==> src/core/port_mgr_cfg.svh <==
// Port manager constants
`ifndef PORT_MGR_CFG_SVH
`define PORT_MGR_CFG_SVH
`define PM_ADDR_CTRL 4'h0
`define PM_ADDR_CMD 4'h1
`define PM_ADDR_OC_TIME 4'h2
`define PM_ADDR_IND 4'h3
`define PM_ADDR_STATUS 4'h4
`define PM_ADDR_CHANGE 4'h5
`define PM_ADDR_HUBCHAR 4'h6
`define PM_CTRL_CONFIGURED 0
`define PM_CTRL_GANGED 1
`define PM_CTRL_PWR_POL 2
`define PM_CTRL_OC_POL 3
`define PM_CTRL_IND_POL 4
`define PM_CTRL_IND_DIS 5
`define PM_CTRL_MOD_EN 6
`define PM_CTRL_HUB_SUSP 7
`define PM_CTRL_RESET 8'h00
`define PM_OC_TIME_RESET 8'h88
`define PM_OC_MS_DEFAULT 8
`define PM_OC_MS_MAX 15
`define PM_HUBCHAR_IND_BIT 7
`define PM_CLK_HZ 25000000
`define PM_MS_CYCLES (`PM_CLK_HZ / 1000)
`define PM_RESET_US 10000
`define PM_RESET_CYCLES (`PM_RESET_US * (`PM_CLK_HZ / 1000000))
`define PM_BLINK_CYCLES (`PM_CLK_HZ / 2)
`define PM_MOD_CYCLES 32
`endif

==> src/core/port_mgr_pkg.sv <==
// Port manager types
package port_mgr_pkg;
  typedef enum logic [7:0] {
    ST_UNPOWERED = 8'b0000_0001,
    ST_DISCONN = 8'b0000_0010,
    ST_DISABLED = 8'b0000_0100,
    ST_RESETTING = 8'b0000_1000,
    ST_ENABLED = 8'b0001_0000,
    ST_SUSPENDED = 8'b0010_0000,
    ST_RESUMING = 8'b0100_0000,
    ST_OVERCURRENT = 8'b1000_0000
  } port_state_t;
  typedef enum logic [3:0] {
    CMD_NONE = 4'h0,
    CMD_SET_POWER = 4'h1,
    CMD_CLR_POWER = 4'h2,
    CMD_SET_RESET = 4'h3,
    CMD_CLR_ENABLE = 4'h4,
    CMD_SET_SUSPEND = 4'h5,
    CMD_CLR_SUSPEND = 4'h6,
    CMD_SET_IND = 4'h7
  } port_cmd_t;
  typedef enum logic [2:0] {
    IND_AUTO = 3'h0,
    IND_AMBER = 3'h1,
    IND_GREEN = 3'h2,
    IND_OFF = 3'h3,
    IND_BLINK_GREEN = 3'h4,
    IND_BLINK_AMBER = 3'h5,
    IND_ALTERNATE = 3'h6
  } ind_sel_t;
  typedef struct packed {
    logic green;
    logic amber;
  } led_pair_t;
  typedef struct packed {
    logic connect;
    logic resume;
    logic babble;
  } line_event_t;
endpackage : port_mgr_pkg

==> src/core/hub_downstream_port_manager.sv <==
// Hub downstream port state, power and indicator control
//
// Behaviour
// Four ports, each usable or removable per config image.
// Unconfigured ports drive SE0, unpowered.
// Configured: stop SE0; host powers each port.
// Powered ports report connect and disconnect changes.
// SetPortReset: SE0, then enabled, green, babble watch.
// Babble on an enabled port disables that port.
// ClearPortEnable disables the addressed port.
// Suspend per port; resume with hub awake is local, flagged.
// Hub suspended: resume goes upstream; host clears suspend.
// Babble and disconnect held back while repeating upstream; the code holds back only the upstream babble flag, not disconnect.
// Ganged or per-port power, per-port by default.
// One power enable per port, polarity selectable.
// Over-current timer 0 to 15 ms, 8 ms default, per enable state.
// Qualified over-current reported, power removed; polarity selectable.
// Indicator support in hub characteristics bit 7, cleared when disabled.
// Separate green and amber outputs per port.
// Automatic after power-up: green enabled, amber after over-current.
// Automatic: green if enabled, amber if over-current, else off.
// Optional square-wave modulation; polarity selectable.
// Manual mode: host sets each indicator, blinking allowed.
// Manual: off, amber, green, blink green, blink amber, alternate.
// Blink and modulation periods are clock parameters.
`timescale 1ns/1ps
`include "port_mgr_cfg.svh"
module hub_downstream_port_manager #(
  parameter int NUM_PORTS = 4,
  parameter int MS_CYCLES = `PM_MS_CYCLES,
  parameter int RESET_CYCLES = `PM_RESET_CYCLES,
  parameter int BLINK_CYCLES = `PM_BLINK_CYCLES,
  parameter int MOD_CYCLES = `PM_MOD_CYCLES
) (
  input wire logic clk_sys_i,
  input wire logic reset_i,
  input wire logic ce_i,
  input wire logic [3:0] reg_addr_i,
  input wire logic [7:0] reg_wdata_i,
  input wire logic reg_wr_i,
  input wire logic reg_rd_i,
  output logic [7:0] reg_rdata_o,
  input wire logic [NUM_PORTS-1:0] port_usable_i,
  input wire logic [NUM_PORTS-1:0] port_removable_i,
  input wire logic [NUM_PORTS-1:0] line_connect_i,
  input wire logic [NUM_PORTS-1:0] line_resume_i,
  input wire logic [NUM_PORTS-1:0] line_babble_i,
  input wire logic upstream_repeating_i,
  input wire logic [NUM_PORTS-1:0] port_overcurrent_in_n_i,
  output logic [NUM_PORTS-1:0] port_power_enable_n_o,
  output logic [NUM_PORTS-1:0] port_se0_o,
  output logic [NUM_PORTS-1:0] port_babble_detect_o,
  output logic [NUM_PORTS-1:0] green_led_o,
  output logic [NUM_PORTS-1:0] amber_led_o,
  output logic status_change_o,
  output logic upstream_resume_o,
  output logic upstream_babble_o
);
  localparam int MS_W = $clog2(MS_CYCLES + 1);
  localparam int RST_W = $clog2(RESET_CYCLES + 1);
  localparam int BL_W = $clog2(BLINK_CYCLES + 1);
  localparam int MD_W = $clog2(MOD_CYCLES + 1);

  // Register file
  logic [7:0] ctrl_reg;
  logic [7:0] oc_time_reg;
  logic [2:0] ind_sel_reg [NUM_PORTS];
  logic [NUM_PORTS-1:0] change_reg;
  logic [NUM_PORTS-1:0] change_next;
  logic [NUM_PORTS-1:0] oc_flag_reg;
  logic [NUM_PORTS-1:0] power_reg;
  port_mgr_pkg::port_state_t state_reg [NUM_PORTS];

  // Pins pass the synchroniser first
  logic [NUM_PORTS-1:0] oc_pin_sync;
  port_sync2 #(.WIDTH(NUM_PORTS)) u_oc_sync (
    .clk_sys_i(clk_sys_i),
    .reset_i(reset_i),
    .ce_i(ce_i),
    .async_i(port_overcurrent_in_n_i),
    .sync_o(oc_pin_sync)
  );

  wire logic configured = ctrl_reg[`PM_CTRL_CONFIGURED];
  wire logic ganged = ctrl_reg[`PM_CTRL_GANGED];
  wire logic hub_susp = ctrl_reg[`PM_CTRL_HUB_SUSP];
  wire logic cmd_wr = reg_wr_i && (reg_addr_i == `PM_ADDR_CMD);
  wire port_mgr_pkg::port_cmd_t cmd_code = port_mgr_pkg::port_cmd_t'(reg_wdata_i[7:4]);
  wire logic [1:0] cmd_port = reg_wdata_i[1:0];
  wire logic [2:0] cmd_ind = reg_wdata_i[3:2] == 2'b00 ? 3'h0 : {1'b0, reg_wdata_i[3:2]};

  // Command hits usable port p, or all usable ports when ganged
  function automatic logic cmd_hits(input int p, input logic gang);
    cmd_hits = cmd_wr && (gang || (cmd_port == 2'(p))) && port_usable_i[p];
  endfunction : cmd_hits

  // Over-current active level
  function automatic logic oc_active(input logic pin_n, input logic pol);
    oc_active = pol ? pin_n : !pin_n;
  endfunction : oc_active

  // Control and timer registers
  always_ff @(posedge clk_sys_i) begin
    if (reset_i) begin
      ctrl_reg <= `PM_CTRL_RESET;
      oc_time_reg <= `PM_OC_TIME_RESET;
    end else if (ce_i && reg_wr_i) begin
      if (reg_addr_i == `PM_ADDR_CTRL) ctrl_reg <= reg_wdata_i;
      if (reg_addr_i == `PM_ADDR_OC_TIME) oc_time_reg <= reg_wdata_i;
    end
  end

  // Manual selections; automatic until host overrides
  always_ff @(posedge clk_sys_i) begin
    if (reset_i) begin
      for (int p = 0; p < NUM_PORTS; p++) ind_sel_reg[p] <= 3'h0;
    end else if (ce_i && cmd_wr && cmd_code == port_mgr_pkg::CMD_SET_IND) begin
      ind_sel_reg[cmd_port] <= reg_wdata_i[3] ? 3'(reg_wdata_i[2:0] & 3'h7) : cmd_ind;
    end
  end

  // Over-current qualification timers, one per port
  logic [MS_W-1:0] ms_cnt_reg;
  logic ms_tick;
  logic [3:0] oc_ms_reg [NUM_PORTS];
  logic [NUM_PORTS-1:0] oc_qual;
  assign ms_tick = (ms_cnt_reg == MS_W'(MS_CYCLES - 1));
  always_ff @(posedge clk_sys_i) begin
    if (reset_i) ms_cnt_reg <= '0;
    else if (ce_i) ms_cnt_reg <= ms_tick ? '0 : ms_cnt_reg + 1'b1;
  end
  always_comb begin
    for (int p = 0; p < NUM_PORTS; p++) begin
      // Enabled ports use the high nibble
      oc_qual[p] = oc_active(oc_pin_sync[p], ctrl_reg[`PM_CTRL_OC_POL]) &&
                   (oc_ms_reg[p] >= ((state_reg[p] == port_mgr_pkg::ST_ENABLED) ?
                    oc_time_reg[7:4] : oc_time_reg[3:0]));
    end
  end
  always_ff @(posedge clk_sys_i) begin
    if (reset_i) begin
      for (int p = 0; p < NUM_PORTS; p++) oc_ms_reg[p] <= 4'h0;
    end else if (ce_i) begin
      for (int p = 0; p < NUM_PORTS; p++) begin
        if (!oc_active(oc_pin_sync[p], ctrl_reg[`PM_CTRL_OC_POL]) || !power_reg[p])
          oc_ms_reg[p] <= 4'h0;
        else if (ms_tick && oc_ms_reg[p] != 4'(`PM_OC_MS_MAX))
          oc_ms_reg[p] <= oc_ms_reg[p] + 4'h1;
      end
    end
  end

  // Port reset timers
  logic [RST_W-1:0] rst_cnt_reg [NUM_PORTS];
  always_ff @(posedge clk_sys_i) begin
    if (reset_i) begin
      for (int p = 0; p < NUM_PORTS; p++) rst_cnt_reg[p] <= '0;
    end else if (ce_i) begin
      for (int p = 0; p < NUM_PORTS; p++) begin
        if (state_reg[p] != port_mgr_pkg::ST_RESETTING) rst_cnt_reg[p] <= '0;
        else rst_cnt_reg[p] <= rst_cnt_reg[p] + 1'b1;
      end
    end
  end

  // Port state machines
  always_ff @(posedge clk_sys_i) begin
    if (reset_i) begin
      for (int p = 0; p < NUM_PORTS; p++) state_reg[p] <= port_mgr_pkg::ST_UNPOWERED;
      power_reg <= '0;
      oc_flag_reg <= '0;
    end else if (ce_i) begin
      for (int p = 0; p < NUM_PORTS; p++) begin
        if (!configured) begin
          state_reg[p] <= port_mgr_pkg::ST_UNPOWERED;
          power_reg[p] <= 1'b0;
        end else if (oc_qual[p]) begin
          state_reg[p] <= port_mgr_pkg::ST_OVERCURRENT;
          power_reg[p] <= 1'b0;
          oc_flag_reg[p] <= 1'b1;
        end else if (cmd_hits(p, ganged) && cmd_code == port_mgr_pkg::CMD_SET_POWER) begin
          power_reg[p] <= 1'b1;
          oc_flag_reg[p] <= 1'b0;
          state_reg[p] <= port_mgr_pkg::ST_DISCONN;
        end else if (cmd_hits(p, ganged) && cmd_code == port_mgr_pkg::CMD_CLR_POWER) begin
          power_reg[p] <= 1'b0;
          state_reg[p] <= port_mgr_pkg::ST_UNPOWERED;
        end else begin
          unique case (state_reg[p])
            port_mgr_pkg::ST_UNPOWERED, port_mgr_pkg::ST_OVERCURRENT: ;
            port_mgr_pkg::ST_DISCONN: begin
              if (line_connect_i[p]) state_reg[p] <= port_mgr_pkg::ST_DISABLED;
            end
            port_mgr_pkg::ST_DISABLED: begin
              if (!line_connect_i[p]) state_reg[p] <= port_mgr_pkg::ST_DISCONN;
              else if (cmd_hits(p, 1'b0) && cmd_code == port_mgr_pkg::CMD_SET_RESET)
                state_reg[p] <= port_mgr_pkg::ST_RESETTING;
            end
            port_mgr_pkg::ST_RESETTING: begin
              if (rst_cnt_reg[p] == RST_W'(RESET_CYCLES - 1))
                state_reg[p] <= port_mgr_pkg::ST_ENABLED;
            end
            port_mgr_pkg::ST_ENABLED: begin
              if (!line_connect_i[p]) state_reg[p] <= port_mgr_pkg::ST_DISCONN;
              else if (line_babble_i[p]) state_reg[p] <= port_mgr_pkg::ST_DISABLED;
              else if (cmd_hits(p, 1'b0) && cmd_code == port_mgr_pkg::CMD_CLR_ENABLE)
                state_reg[p] <= port_mgr_pkg::ST_DISABLED;
              else if (cmd_hits(p, 1'b0) && cmd_code == port_mgr_pkg::CMD_SET_SUSPEND)
                state_reg[p] <= port_mgr_pkg::ST_SUSPENDED;
            end
            port_mgr_pkg::ST_SUSPENDED: begin
              if (!line_connect_i[p]) state_reg[p] <= port_mgr_pkg::ST_DISCONN;
              else if (cmd_hits(p, 1'b0) && cmd_code == port_mgr_pkg::CMD_CLR_SUSPEND)
                state_reg[p] <= port_mgr_pkg::ST_RESUMING;
              else if (line_resume_i[p]) state_reg[p] <= port_mgr_pkg::ST_RESUMING;
            end
            port_mgr_pkg::ST_RESUMING: begin
              state_reg[p] <= port_mgr_pkg::ST_ENABLED;
            end
            default: state_reg[p] <= port_mgr_pkg::ST_UNPOWERED;
          endcase
        end
      end
    end
  end

  // Sticky change bits; a new event beats a clear
  always_comb begin
    change_next = change_reg;
    if (reg_wr_i && reg_addr_i == `PM_ADDR_CHANGE) change_next = change_reg & ~reg_wdata_i[3:0];
    for (int p = 0; p < NUM_PORTS; p++) begin
      if (configured && power_reg[p] &&
          ((state_reg[p] == port_mgr_pkg::ST_DISCONN && line_connect_i[p]) ||
           (state_reg[p] != port_mgr_pkg::ST_DISCONN &&
            state_reg[p] != port_mgr_pkg::ST_UNPOWERED && !line_connect_i[p]) ||
           (state_reg[p] == port_mgr_pkg::ST_ENABLED && line_babble_i[p]) ||
           (state_reg[p] == port_mgr_pkg::ST_RESETTING &&
            rst_cnt_reg[p] == RST_W'(RESET_CYCLES - 1)) ||
           (state_reg[p] == port_mgr_pkg::ST_SUSPENDED && line_resume_i[p] && !hub_susp)))
        change_next[p] = 1'b1;
      if (oc_qual[p] && power_reg[p]) change_next[p] = 1'b1;
    end
  end
  always_ff @(posedge clk_sys_i) begin
    if (reset_i) change_reg <= '0;
    else if (ce_i) change_reg <= change_next;
  end

  // Upstream flags; babble held back while repeating
  always_ff @(posedge clk_sys_i) begin
    if (reset_i) begin
      status_change_o <= 1'b0;
      upstream_resume_o <= 1'b0;
      upstream_babble_o <= 1'b0;
    end else if (ce_i) begin
      status_change_o <= |change_next;
      upstream_resume_o <= hub_susp && |(line_resume_i & port_usable_i);
      upstream_babble_o <= !upstream_repeating_i && |(line_babble_i & port_babble_detect_o);
    end
  end

  // Line, babble watch and power outputs
  always_ff @(posedge clk_sys_i) begin
    if (reset_i) begin
      port_se0_o <= '1;
      port_babble_detect_o <= '0;
      port_power_enable_n_o <= '1;
    end else if (ce_i) begin
      for (int p = 0; p < NUM_PORTS; p++) begin
        port_se0_o[p] <= !configured || state_reg[p] == port_mgr_pkg::ST_RESETTING;
        port_babble_detect_o[p] <= state_reg[p] == port_mgr_pkg::ST_ENABLED;
        port_power_enable_n_o[p] <= ctrl_reg[`PM_CTRL_PWR_POL] ? power_reg[p] : !power_reg[p];
      end
    end
  end

  // Blink and modulation time bases
  logic [BL_W-1:0] blink_cnt_reg;
  logic [MD_W-1:0] mod_cnt_reg;
  logic blink_reg;
  logic mod_reg;
  always_ff @(posedge clk_sys_i) begin
    if (reset_i) begin
      blink_cnt_reg <= '0;
      mod_cnt_reg <= '0;
      blink_reg <= 1'b0;
      mod_reg <= 1'b0;
    end else if (ce_i) begin
      blink_cnt_reg <= (blink_cnt_reg == BL_W'(BLINK_CYCLES - 1)) ? '0 : blink_cnt_reg + 1'b1;
      if (blink_cnt_reg == BL_W'(BLINK_CYCLES - 1)) blink_reg <= !blink_reg;
      mod_cnt_reg <= (mod_cnt_reg == MD_W'(MOD_CYCLES - 1)) ? '0 : mod_cnt_reg + 1'b1;
      if (mod_cnt_reg == MD_W'(MOD_CYCLES - 1)) mod_reg <= !mod_reg;
    end
  end

  // Indicator colour per port
  port_mgr_pkg::led_pair_t led [NUM_PORTS];
  always_comb begin
    for (int p = 0; p < NUM_PORTS; p++) begin
      led[p] = '0;
      unique case (port_mgr_pkg::ind_sel_t'(ind_sel_reg[p]))
        port_mgr_pkg::IND_AUTO: begin
          led[p].green = state_reg[p] == port_mgr_pkg::ST_ENABLED;
          led[p].amber = state_reg[p] == port_mgr_pkg::ST_OVERCURRENT || oc_flag_reg[p];
        end
        port_mgr_pkg::IND_AMBER: led[p].amber = 1'b1;
        port_mgr_pkg::IND_GREEN: led[p].green = 1'b1;
        port_mgr_pkg::IND_OFF: ;
        port_mgr_pkg::IND_BLINK_GREEN: led[p].green = blink_reg;
        port_mgr_pkg::IND_BLINK_AMBER: led[p].amber = blink_reg;
        port_mgr_pkg::IND_ALTERNATE: begin
          led[p].green = blink_reg;
          led[p].amber = !blink_reg;
        end
        default: ;
      endcase
      if (ctrl_reg[`PM_CTRL_IND_DIS]) led[p] = '0;
    end
  end

  // Modulation gates the on time; polarity applied last
  always_ff @(posedge clk_sys_i) begin
    if (reset_i) begin
      green_led_o <= '0;
      amber_led_o <= '0;
    end else if (ce_i) begin
      for (int p = 0; p < NUM_PORTS; p++) begin
        green_led_o[p] <= ctrl_reg[`PM_CTRL_IND_POL] ^ (led[p].green &&
                          (!ctrl_reg[`PM_CTRL_MOD_EN] || mod_reg));
        amber_led_o[p] <= ctrl_reg[`PM_CTRL_IND_POL] ^ (led[p].amber &&
                          (!ctrl_reg[`PM_CTRL_MOD_EN] || mod_reg));
      end
    end
  end

  // Read data in the cycle after the strobe
  logic [7:0] status_word;
  always_comb begin
    status_word = '0;
    for (int p = 0; p < NUM_PORTS; p++)
      status_word[p] = state_reg[p] == port_mgr_pkg::ST_ENABLED;
    status_word[7:4] = oc_flag_reg;
  end
  always_ff @(posedge clk_sys_i) begin
    if (reset_i) reg_rdata_o <= '0;
    else if (ce_i) begin
      reg_rdata_o <= '0;
      if (reg_rd_i) begin
        unique case (reg_addr_i)
          `PM_ADDR_CTRL: reg_rdata_o <= ctrl_reg;
          `PM_ADDR_OC_TIME: reg_rdata_o <= oc_time_reg;
          `PM_ADDR_IND: reg_rdata_o <= {port_removable_i, port_usable_i};
          `PM_ADDR_STATUS: reg_rdata_o <= status_word;
          `PM_ADDR_CHANGE: reg_rdata_o <= {4'h0, change_reg};
          `PM_ADDR_HUBCHAR: reg_rdata_o <= 8'(!ctrl_reg[`PM_CTRL_IND_DIS]) << `PM_HUBCHAR_IND_BIT;
          default: reg_rdata_o <= '0;
        endcase
      end
    end
  end
endmodule : hub_downstream_port_manager

==> src/core/port_sync2.sv <==
// Two-stage pin synchroniser
`timescale 1ns/1ps
module port_sync2 #(
  parameter int WIDTH = 4
) (
  input wire logic clk_sys_i,
  input wire logic reset_i,
  input wire logic ce_i,
  input wire logic [WIDTH-1:0] async_i,
  output logic [WIDTH-1:0] sync_o
);
  logic [WIDTH-1:0] meta_reg;

  // First stage is read only by the second
  always_ff @(posedge clk_sys_i) begin
    if (reset_i) begin
      meta_reg <= '0;
      sync_o <= '0;
    end else if (ce_i) begin
      meta_reg <= async_i;
      sync_o <= meta_reg;
    end
  end
endmodule : port_sync2

==> config.mk <==
export PLATFORM = sky130hd
export DESIGN_NAME = hub_downstream_port_manager
export DESIGN_NICKNAME = d
export VERILOG_FILES = /design/src/core/port_mgr_pkg.sv /design/src/core/hub_downstream_port_manager.sv /design/src/core/port_sync2.sv
export VERILOG_INCLUDE_DIRS = /design/src /design/src/core
export SDC_FILE = /design/constraint.sdc
export NUM_CORES = 1
export LEC_CHECK = 0
export BUFFER_PORTS_ARGS = -buffer_cell sky130_fd_sc_hd__buf_2
export CORE_ASPECT_RATIO = 1.4
export CORE_MARGIN = 1.5
export CORE_UTILIZATION = 50
export DETAILED_ROUTE_END_ITERATION = 7
export PLACE_DENSITY = 0.7
export SLEW_MARGIN = 20
export SYNTH_ARGS = -nofsm -noshare
export SYNTH_HDL_FRONTEND = slang
export SYNTH_SLANG_ARGS = --single-unit
==> constraint.sdc <==
create_clock -name clk_sys_i -period 7.1 [get_ports clk_sys_i]
set_input_delay 0 -clock clk_sys_i [delete_from_list [all_inputs] [get_ports clk_sys_i]]
set_output_delay 0 -clock clk_sys_i [all_outputs]
set_load 0.005 [all_outputs]
# Word level (Yosys, flattened, before mapping)
# Memory sizes are Yosys's and may differ from the RTL's.
# Cells that the tools add are included.
dict set report totals {
  ff_bits 114
  ramBits 132
  elab_cells 1223
  memories 4
}
# name words word_bits rd rd_clocked_by_memory_dff wr line
set mem_list {}
lappend mem_list {rst_cnt_reg 4 18 4 0 4 hub_downstream_port_manager.sv:154} ;# logic [RST_W-1:0] rst_cnt_reg [NUM_PORTS];
lappend mem_list {state_reg 4 8 4 0 4 hub_downstream_port_manager.sv:72} ;# port_mgr_pkg::port_state_t state_reg [NUM_PORTS];
lappend mem_list {oc_ms_reg 4 4 4 0 4 hub_downstream_port_manager.sv:125} ;# logic [3:0] oc_ms_reg [NUM_PORTS];
lappend mem_list {ind_sel_reg 4 3 4 0 4 hub_downstream_port_manager.sv:67} ;# logic [2:0] ind_sel_reg [NUM_PORTS];
dict set report classes {
  addsub 11
  magnitude_cmp 4
  eq_ne 95
  muxes 792
  bitwise_logic 96
  n_reduce_logical 194
}
# operator n
set op_table {}
lappend op_table {{two-way mux 1 bit} 683}
lappend op_table {{two-way mux 8 bit} 69}
lappend op_table {{two-way mux 18 bit} 8}
lappend op_table {{logical AND 1 bit} 103}
lappend op_table {{bitwise OR 1 bit} 84}
lappend op_table {{adder 18 x 1 -> 18 bit (second input constant)} 4}
lappend op_table {{== test 18 bit (second input constant)} 4}
lappend op_table {{two-way mux 4 bit} 13}
lappend op_table {{one-hot mux 8 bit (6 select lines)} 1}
lappend op_table {{== test 3 bit (second input constant)} 12}
lappend op_table {{logical OR 1 bit} 33}
lappend op_table {{== test 8 x 1 -> 1 bit (second input constant)} 4}
lappend op_table {{== test 8 x 2 -> 1 bit (second input constant)} 4}
lappend op_table {{== test 8 x 3 -> 1 bit (second input constant)} 4}
lappend op_table {{== test 8 x 4 -> 1 bit (second input constant)} 4}
lappend op_table {{== test 8 x 5 -> 1 bit (second input constant)} 4}
lappend op_table {{== test 8 x 6 -> 1 bit (second input constant)} 4}
lappend op_table {{== test 8 x 7 -> 1 bit (second input constant)} 4}
lappend op_table {{== test 8 bit (second input constant)} 4}
lappend op_table {{!= test 8 x 1 -> 1 bit (second input constant)} 4}
lappend op_table {{!= test 8 x 2 -> 1 bit (second input constant)} 4}
lappend op_table {{!= test 8 x 4 -> 1 bit (second input constant)} 4}
lappend op_table {{OR reduction 8 bit} 4}
lappend op_table {{== test 4 x 3 -> 1 bit (second input constant)} 7}
lappend op_table {{36 further kinds} 123}

# Longest topological paths before layout
# Gate-level depths: netlist of the first run.
dict set report logic_depth {
  ltp_word 26
  depth_mapped 14
  depth_no_buf 13
}

# Cells and area by module
# A second synthesis of the first run with hierarchy kept.
dict set report hier_totals {
  hier_cells 1460
  hier_area_um2 13694.4
}
# mod instances cells_each area_per_inst_um2 seq_area_each_um2
set by_module_without_submodules {}
lappend by_module_without_submodules {hub_downstream_port_manager 1 1434 13409.1 6085.8}
lappend by_module_without_submodules {port_sync2 1 26 285.3 160.2}

# Worst setup path before layout of the first run
# Ideal clock, no wire load.
dict set report synth_timing {
  kind {register -> register}
  startpoint {mem state_reg[2][7] (netlist bit)}
  endpoint {mem state_reg[2][0] (netlist bit), enable pin}
  arrival_ns 3.151
  required_time_ns 6.772
  path_slack_ns 3.621
  path_stages_with_launch 14
  path_buffers 2
  cell_sequence {edfxtp_1 -> buf_2 -> nor3_1 -> nand4_1 -> mux2_2 -> ha_1 -> nand2b_1 -> a21o_1 -> a211o_1 -> o211ai_1 -> nand2b_1 -> buf_2 -> nor4bb_1 -> or3b_1}
}
# item line
set synth_rtl {}
lappend synth_rtl {{from (decl)} hub_downstream_port_manager.sv:72}

==> flow_summary.rst, run 1 <==
.. list-table::
   :header-rows: 1

   * - Metric
     - Value
   * - Worst hold slack
     - 0.02365 ns
   * - Number of detailed-routing iterations run before antenna repair
     - 5
   * - Number of cells on the worst reg-to-reg path
     - 11
   * - Max frequency
     - 241.4 MHz
   * - Weighted congestion at the end of routability-driven global placement
     - 0.9901
   * - Register-to-Register Setup Slack
     - 2.96 ns
   * - Vias
     - 11720
   * - Hold path start
     - port_removable_i[2]
   * - Maximum clock path buffer count
     - 3
   * - Number of instances resized during post-cts repair
     - 0
   * - Final setup violation count
     - 0
   * - Number of buffers created by CTS
     - 26
   * - Reg-to-reg endpoint
     - state_reg[2][5]
   * - Port-buffer cells
     - 72
   * - Clock slew seen by the registers of the worst setup and hold paths
     - 0.06 ns
   * - Final clock skew
     - 0.008877 ns
   * - Number of nets with antenna violations after routing
     - 0
   * - Most common library cell in the layout ignoring fill and taps
     - sky130_fd_sc_hd__nor2_1
   * - DR WL/cell
     - 19.83 um
   * - Utilization after layout
     - 57.57%
   * - Final count of pins violating max slew
     - 0
   * - Total number of H-tree levels
     - 1
   * - Register bit total from synthesis
     - 246
   * - Clk root buf
     - sky130_fd_sc_hd__clkbuf_16
   * - Worst Path Arrival
     - 4.35 ns
   * - # Max-Cap Violations
     - 0
   * - Total GRT Usage
     - 27.43%
   * - Effective utilization at floorplan
     - 50.99%
   * - Layout cell share with drive strength beyond 1
     - 9.736%
   * - Share of flip-flops with an asynchronous set or reset
     - 0%
   * - Count of filler cells inserted in the layout
     - 2437
   * - Setup repair after global routing missed its margin
     - no
   * - Transition time at the pin with the least slew margin
     - 1.066 ns
   * - Wire length of the first global-routing pass
     - 60570 um
   * - Number of flip-flops in the largest register
     - 72
   * - Startpoint class of the critical path
     - register
   * - Run status
     - finished, final reports clean
   * - Tightest slew margin relative to the limit
     - 27.09%
   * - Most used flip-flop cell after synthesis
     - sky130_fd_sc_hd__edfxtp_1
   * - Site row count
     - 71
   * - Antenna diodes
     - 0
   * - Number of hold-slack violations in the final timing report
     - 0
   * - Critical path class
     - reg -> reg
   * - Vertical die dimension
     - 199.4 um
   * - Fin Setup TNS
     - 0 ns
   * - Core outline area
     - 0.02701 mm^2
   * - Buffers inserted by post-CTS timing repair
     - 0
   * - Cell count of the worst hold path
     - 5
   * - Vias per cell
     - 5.987
   * - Synthesized area per cell
     - 9.230 um^2
   * - Final Net Count
     - 1641
   * - Post-synth EDFFs
     - 132
   * - Congestion Overflow GR
     - 0
   * - Sum of net half-perimeters after detailed placement
     - 27750 um
   * - Hold endpoint
     - reg_rdata_o[6]
   * - Number of global-route vias before repair
     - 11170
   * - Detailed router's first-iteration violation count
     - 872
   * - IO Count
     - 73
   * - Leakage component of the power
     - 5.725 nW
   * - Path type of the worst min-delay path
     - in -> reg
   * - Min Tclk post-route
     - 4.143 ns
   * - Total chip power
     - 0.003165 W
   * - CTS tree
     - done
   * - Clk sink count
     - 246
   * - DRC Markers
     - 0
   * - CP max FO
     - 9
   * - Overall die area
     - 0.02856 mm^2
   * - Area growth from synthesis to final layout
     - 12.89%
   * - Post-synthesis instance area
     - 0.01377 mm^2
   * - Source of the worst register-to-register timing path
     - state_reg[2][1]
   * - Required time at the endpoint of the critical path
     - 7.31 ns
   * - Largest net degree at the start of global routing
     - 73
   * - Insertion delay to the later sink of the worst-skew pair
     - 0.54 ns
   * - Horizontal die dimension
     - 143.3 um
   * - Pwr Density
     - 203.6 mW/mm^2
   * - Most frequent cells in the layout
     - sky130_fd_sc_hd__nor2_1 (252), sky130_fd_sc_hd__nand2_1 (136), sky130_fd_sc_hd__edfxtp_1 (132), sky130_fd_sc_hd__dfxtp_1 (114), sky130_fd_sc_hd__nand3_1 (75)
   * - Yosys synthesis warning count
     - 0
   * - Share of the yosys chip area belonging to registers
     - 45.36%
   * - Cell count after synthesis
     - 1492
   * - Fin crit share
     - 58.35%
   * - Worst IR drop on VDD
     - 0.2265 mV
   * - Total detailed-routing wirelength
     - 38820 um
   * - CP endpoint kind
     - register
   * - Number of antenna violations at the first check in global routing
     - 0
   * - Synth cell types
     - 83
## cells in the mapped netlist (5+ instances only)
library cell / number / area [um^2]
sky130_fd_sc_hd__a22oi_1: 8 / 60.06
sky130_fd_sc_hd__nand3b_1: 6 / 45.04
sky130_fd_sc_hd__a211oi_1: 5 / 37.54
sky130_fd_sc_hd__o21a_1: 7 / 52.55
sky130_fd_sc_hd__edfxtp_1: 132 / 3964
sky130_fd_sc_hd__buf_2: 11 / 55.05
sky130_fd_sc_hd__nand2_1: 136 / 510.5
sky130_fd_sc_hd__and2_1: 9 / 56.30
sky130_fd_sc_hd__buf_1: 6 / 22.52
sky130_fd_sc_hd__nand3_1: 75 / 375.4
sky130_fd_sc_hd__o21ai_0: 55 / 275.3
sky130_fd_sc_hd__nor3b_1: 8 / 60.06
sky130_fd_sc_hd__nor4_2: 5 / 62.56
sky130_fd_sc_hd__mux2i_1: 44 / 440.4
sky130_fd_sc_hd__and3_1: 36 / 225.2
sky130_fd_sc_hd__nor4b_1: 11 / 96.34
sky130_fd_sc_hd__ha_1: 27 / 337.8
sky130_fd_sc_hd__a22o_1: 9 / 78.83
sky130_fd_sc_hd__and4_1: 5 / 43.79
sky130_fd_sc_hd__xor2_1: 68 / 595.6
sky130_fd_sc_hd__nor2b_1: 16 / 100.1
sky130_fd_sc_hd__clkbuf_1: 40 / 150.1
sky130_fd_sc_hd__nor3_1: 43 / 215.2
sky130_fd_sc_hd__inv_1: 39 / 146.4
sky130_fd_sc_hd__nand4_1: 28 / 175.2
sky130_fd_sc_hd__mux2_2: 5 / 56.30
sky130_fd_sc_hd__o211ai_1: 6 / 45.04
sky130_fd_sc_hd__nand2b_1: 16 / 100.1
sky130_fd_sc_hd__a21o_1: 7 / 52.55
sky130_fd_sc_hd__xnor2_1: 65 / 569.3
sky130_fd_sc_hd__dfxtp_1: 114 / 2282
sky130_fd_sc_hd__a21oi_1: 42 / 210.2
sky130_fd_sc_hd__nor4_1: 23 / 143.9
sky130_fd_sc_hd__nand4b_1: 10 / 87.58
sky130_fd_sc_hd__a31oi_1: 8 / 50.05
sky130_fd_sc_hd__or2_2: 6 / 37.54
sky130_fd_sc_hd__or4_1: 6 / 45.04
sky130_fd_sc_hd__nor2_1: 253 / 949.7
sky130_fd_sc_hd__o22ai_1: 10 / 62.56
sky130_fd_sc_hd__or3_1: 7 / 43.79
## worst max-delay path, stage by stage, from the launching register on
cell,delay (ns)
sky130_fd_sc_hd__edfxtp_1,0.48
sky130_fd_sc_hd__nor2_1,0.32
sky130_fd_sc_hd__nand4_1,0.50
sky130_fd_sc_hd__mux2_2,0.45
sky130_fd_sc_hd__ha_1,0.27
sky130_fd_sc_hd__nand2b_1,0.14
sky130_fd_sc_hd__a21o_1,0.18
sky130_fd_sc_hd__a211o_1,0.30
sky130_fd_sc_hd__o211ai_1,0.14
sky130_fd_sc_hd__nand2b_1,0.26
sky130_fd_sc_hd__nor4bb_1,0.39
sky130_fd_sc_hd__or3b_1,0.39
## per-stage QoR
stage          instances  area, um^2  worst slack (ns)
3_3_place_gp        1879       14410             3.184
3_5_place_dp        1879       14410             3.026
5_1_grt             1957       15550             2.627
6_report            1957       15550             2.957
4_1_cts             1957       15550             2.978
2_1_floorplan       1493       13770             3.621
## layer usage
layer | up-vias | routed length, um | track usage [%]
li1 | 5554 | - | -
met1 | 5589 | 15490 | 32.80
met2 | 435 | 18800 | 47.47
met3 | 139 | 2125 | 3.475
met4 | 0 | 2407 | 15.46
met5 | - | 0 | 0
## power breakdown
| part | switching, W | internal, W |
|---|---|---|
| Combinational | 0.000137 | 0.0000857 |
| Clock | 0.000584 | 0.000767 |
| Sequential | 0.0000515 | 0.00154 |
## cell families after synthesis
group	synth area share, %
other	0.02723
multiplexers	3.607
AO/OA/AOI/OAI	10.12
flip-flops	45.36
adder cells (fa/ha/maj)	2.453
XOR/XNOR	8.459
buffers and inverters	2.826
AND/OR/NAND/NOR	27.15
## how the worst max path moves through the flow
| stage | startpoint | endpoint | slack [ns] | depth (start not counted) |
|---|---|---|---|---|
| 3_5_place_dp | state_reg[2][7] | state_reg[2][4] | 3.03 | 11 |
| 6_report | state_reg[2][1] | state_reg[2][5] | 2.96 | 11 |
| 3_3_place_gp | state_reg[2][0] | state_reg[2][2] | 3.18 | 11 |
| 4_1_cts | state_reg[2][1] | state_reg[2][2] | 2.98 | 11 |
| 2_1_floorplan | state_reg[2][7] | state_reg[2][0] | 3.62 | 13 |
| 5_1_grt | state_reg[2][1] | state_reg[2][5] | 2.63 | 11 |
## area by class of cell
cell class / instances / area (um^2) / area share (%)
multi-input cells: 1149 / 7142 / 45.94
flip-flops and latches: 246 / 6246 / 40.18
clock inverters: 18 / 147.6 / 0.9497
clock buffers: 30 / 686.9 / 4.419
well taps: 365 / 456.7 / 2.938
inverters: 39 / 146.4 / 0.9416
repair buffers: 110 / 720.7 / 4.636
## repair_timing
item	CTS	global route
hold endpoints to repair	55	0
setup endpoints to repair	0	0
hold buffers	30	0
Power figures use the tool's default switching activity.
==> run 2: changes to the inputs <==
- PLACE_DENSITY: 0.7 -> 0.73
- clock period: 7.1 -> 3.7 ns (I/O delays scaled with it)
==> run 2 against run 1 <==
  * Clock power up 110%
  * Flip-flop and latch count unchanged
  * Fmax up 19%
  * Register-to-register slack worse by 2.7 ns
  * Critical path depth up 1
  * Die area unchanged
  * Global-route usage up 0.28 points
  * Worst hold slack better by 0.016 ns
==> flow_summary.rst, run 2 (synthesis results as in run 1) <==
.. list-table::
   :header-rows: 1

   * - Metric
     - Value
   * - Total number of H-tree levels
     - 1
   * - Maximum clock path buffer count
     - 3
   * - Path type of the worst min-delay path
     - in -> reg
   * - Number of cells on the worst reg-to-reg path
     - 12
   * - Number of detailed-routing iterations run before antenna repair
     - 7
   * - Port-buffer cells
     - 72
   * - Insertion delay to the later sink of the worst-skew pair
     - 0.54 ns
   * - Leakage component of the power
     - 5.946 nW
   * - Final Net Count
     - 1676
   * - Final count of pins violating max slew
     - 0
   * - Number of buffers created by CTS
     - 26
   * - Sequence of cells on the critical path
     - nor3_2, nand4_1, mux2_2, ha_1, nand2b_1, a21o_1, a211o_1, o211ai_1, nand2b_1, buf_4, nor4_1, dlygate4sd3_1
   * - Number of flip-flops in the largest register
     - 72
   * - Vias per cell
     - 5.950
   * - Sum of net half-perimeters after detailed placement
     - 28930 um
   * - DRC Markers
     - 0
   * - Detailed router's first-iteration violation count
     - 997
   * - Critical-path cell with the highest stage delay
     - sky130_fd_sc_hd__dlygate4sd3_1
   * - Register-to-Register Setup Slack
     - 0.23 ns
   * - Met2 global-route usage
     - 47.74%
   * - Tightest slew margin relative to the limit
     - 28.26%
   * - Fin crit share
     - 93.85%
   * - Layout cell share with drive strength beyond 1
     - 12.17%
   * - CP max FO
     - 7
   * - Weighted congestion at the end of routability-driven global placement
     - 1.027
   * - Total GRT Usage
     - 27.71%
   * - Transition time at the pin with the least slew margin
     - 1.076 ns
   * - Hold path start
     - reg_addr_i[1]
   * - Min Tclk post-route
     - 3.472 ns
   * - Utilization after layout
     - 58.86%
   * - Final clock skew
     - 0.01564 ns
   * - Top cell by count, worst path
     - sky130_fd_sc_hd__nand2b_1
   * - Number of nets with antenna violations after routing
     - 0
   * - Critical path class
     - reg -> reg
   * - Congestion Overflow GR
     - 0
   * - M3 GR Usage
     - 3.571%
   * - Critical path's largest stage delay
     - 0.58 ns
   * - Fin Setup TNS
     - 0 ns
   * - # Max-Cap Violations
     - 0
   * - CTS tree
     - done
   * - Number of antenna violations at the first check in global routing
     - 0
   * - Site row count
     - 71
   * - Area growth from synthesis to final layout
     - 15.44%
   * - Final instance count without filler cells
     - 1992
   * - Run status
     - finished, final reports clean
   * - Most common library cell in the layout ignoring fill and taps
     - sky130_fd_sc_hd__nor2_1
   * - Cell count of the worst hold path
     - 4
   * - Clk root buf
     - sky130_fd_sc_hd__clkbuf_16
   * - Overall die area
     - 0.02856 mm^2
   * - Wire length of the first global-routing pass
     - 61000 um
   * - Number of global-route vias before repair
     - 11290
   * - Number of hold-slack violations in the final timing report
     - 0
   * - Clock slew seen by the registers of the worst setup and hold paths
     - 0.06 ns
   * - Effective utilization at floorplan
     - 50.99%
   * - CP Buf/Inv Count
     - 2
   * - Vertical die dimension
     - 199.4 um
   * - Hold endpoint
     - reg_rdata_o[2]
   * - Final setup violation count
     - 0
   * - Top delay family on crit path
     - simple AND/OR/NAND/NOR gates
   * - Core outline area
     - 0.02701 mm^2
   * - Max frequency
     - 288.0 MHz
   * - Setup repair after global routing missed its margin
     - no
   * - Required time at the endpoint of the critical path
     - 4.11 ns
   * - CP endpoint kind
     - register
   * - Most frequent cells in the layout
     - sky130_fd_sc_hd__nor2_1 (252), sky130_fd_sc_hd__nand2_1 (136), sky130_fd_sc_hd__edfxtp_1 (132), sky130_fd_sc_hd__dfxtp_1 (114), sky130_fd_sc_hd__nand3_1 (74)
   * - Horizontal die dimension
     - 143.3 um
   * - Total detailed-routing wirelength
     - 39500 um
   * - Reg-to-reg endpoint
     - state_reg[2][5]
   * - Global route hottest layer
     - met2
   * - Placed instance count
     - 1910
   * - Count of filler cells inserted in the layout
     - 2387
   * - DR WL/cell
     - 19.83 um
   * - Clk sink count
     - 246
   * - Source of the worst register-to-register timing path
     - state_reg[2][5]
   * - Worst Path Arrival
     - 3.88 ns
   * - Vias
     - 11850
   * - IO Count
     - 73
   * - Met1 demand-to-capacity share in global routing
     - 32.22%
   * - Largest net degree at the start of global routing
     - 51
   * - Antenna diodes
     - 0
   * - Pwr Density
     - 395.7 mW/mm^2
   * - Startpoint class of the critical path
     - register
   * - Worst IR drop on VDD
     - 0.3621 mV
-- run 2: worst max path at each step --
stage                         start         endpoint  slack [ns]  depth (start not counted)
floorplan           state_reg[2][7]  state_reg[2][0]        0.22                         13
global placement    state_reg[0][0]  state_reg[0][6]        0.28                         12
detailed placement  state_reg[3][0]  state_reg[3][2]        0.18                         10
CTS                 state_reg[3][0]  state_reg[3][4]        0.15                         10
global route        state_reg[2][5]  state_reg[2][5]        0.02                         12
finish              state_reg[2][5]  state_reg[2][5]        0.23                         12
-- run 2: layout make-up --
class	instances	area (um^2)	area share (%)
multi-input cells	1149	7153	45.00
well taps	365	456.7	2.873
clock buffers	32	725.7	4.565
clock inverters	16	182.7	1.149
flip-flops and latches	246	6246	39.29
inverters	39	146.4	0.9209
repair buffers	145	985.9	6.202
-- run 2: what timing repair did --
action | 4_1_cts | 5_1_grt
hold buffers | 31 | 0
endpoints found under the hold margin | 56 | 0
setup buffers | 0 | 3
gates resized for setup | 0 | 3
endpoints found under the setup margin | 0 | 25
-- run 2: report_power, final --
group | leakage, nW | switching, W | internal (W)
clock | 0.452 | 0.00112 | 0.00167
sequential | 2.36 | 0.0000953 | 0.00295
combinational | 3.14 | 0.000269 | 0.000176
-- run 2: per-layer routing --
layer	vias up	wire length [um]
li1	5617	-
met1	5655	15390
met2	443	19080
met3	137	2163
met4	0	2866
met5	-	0
-- run 2: tightest hold or removal path, delay by kind of cell --
kind | cells | cell delay [ns]
buffers and inverters | 1 | 0.18
AO/OA/AOI/OAI | 1 | 0.11
AND/OR/NAND/NOR | 2 | 0.25
-- run 2: per-stage QoR --
step | cell area [um^2] | setup slack, ns | total power (W) | hold slack, ns
5_1_grt | 15900 | 0.01502 | 0.006472 | 0.06078
6_report | 15900 | 0.2277 | 0.006290 | 0.03938
3_3_place_gp | 14640 | 0.2771 | 0.003506 | 0.2377
4_1_cts | 15860 | 0.1457 | 0.006309 | 0.01205
3_5_place_dp | 14640 | 0.1766 | 0.003514 | 0.2523
2_1_floorplan | 13770 | 0.2207 | 0.003350 | 0.1251
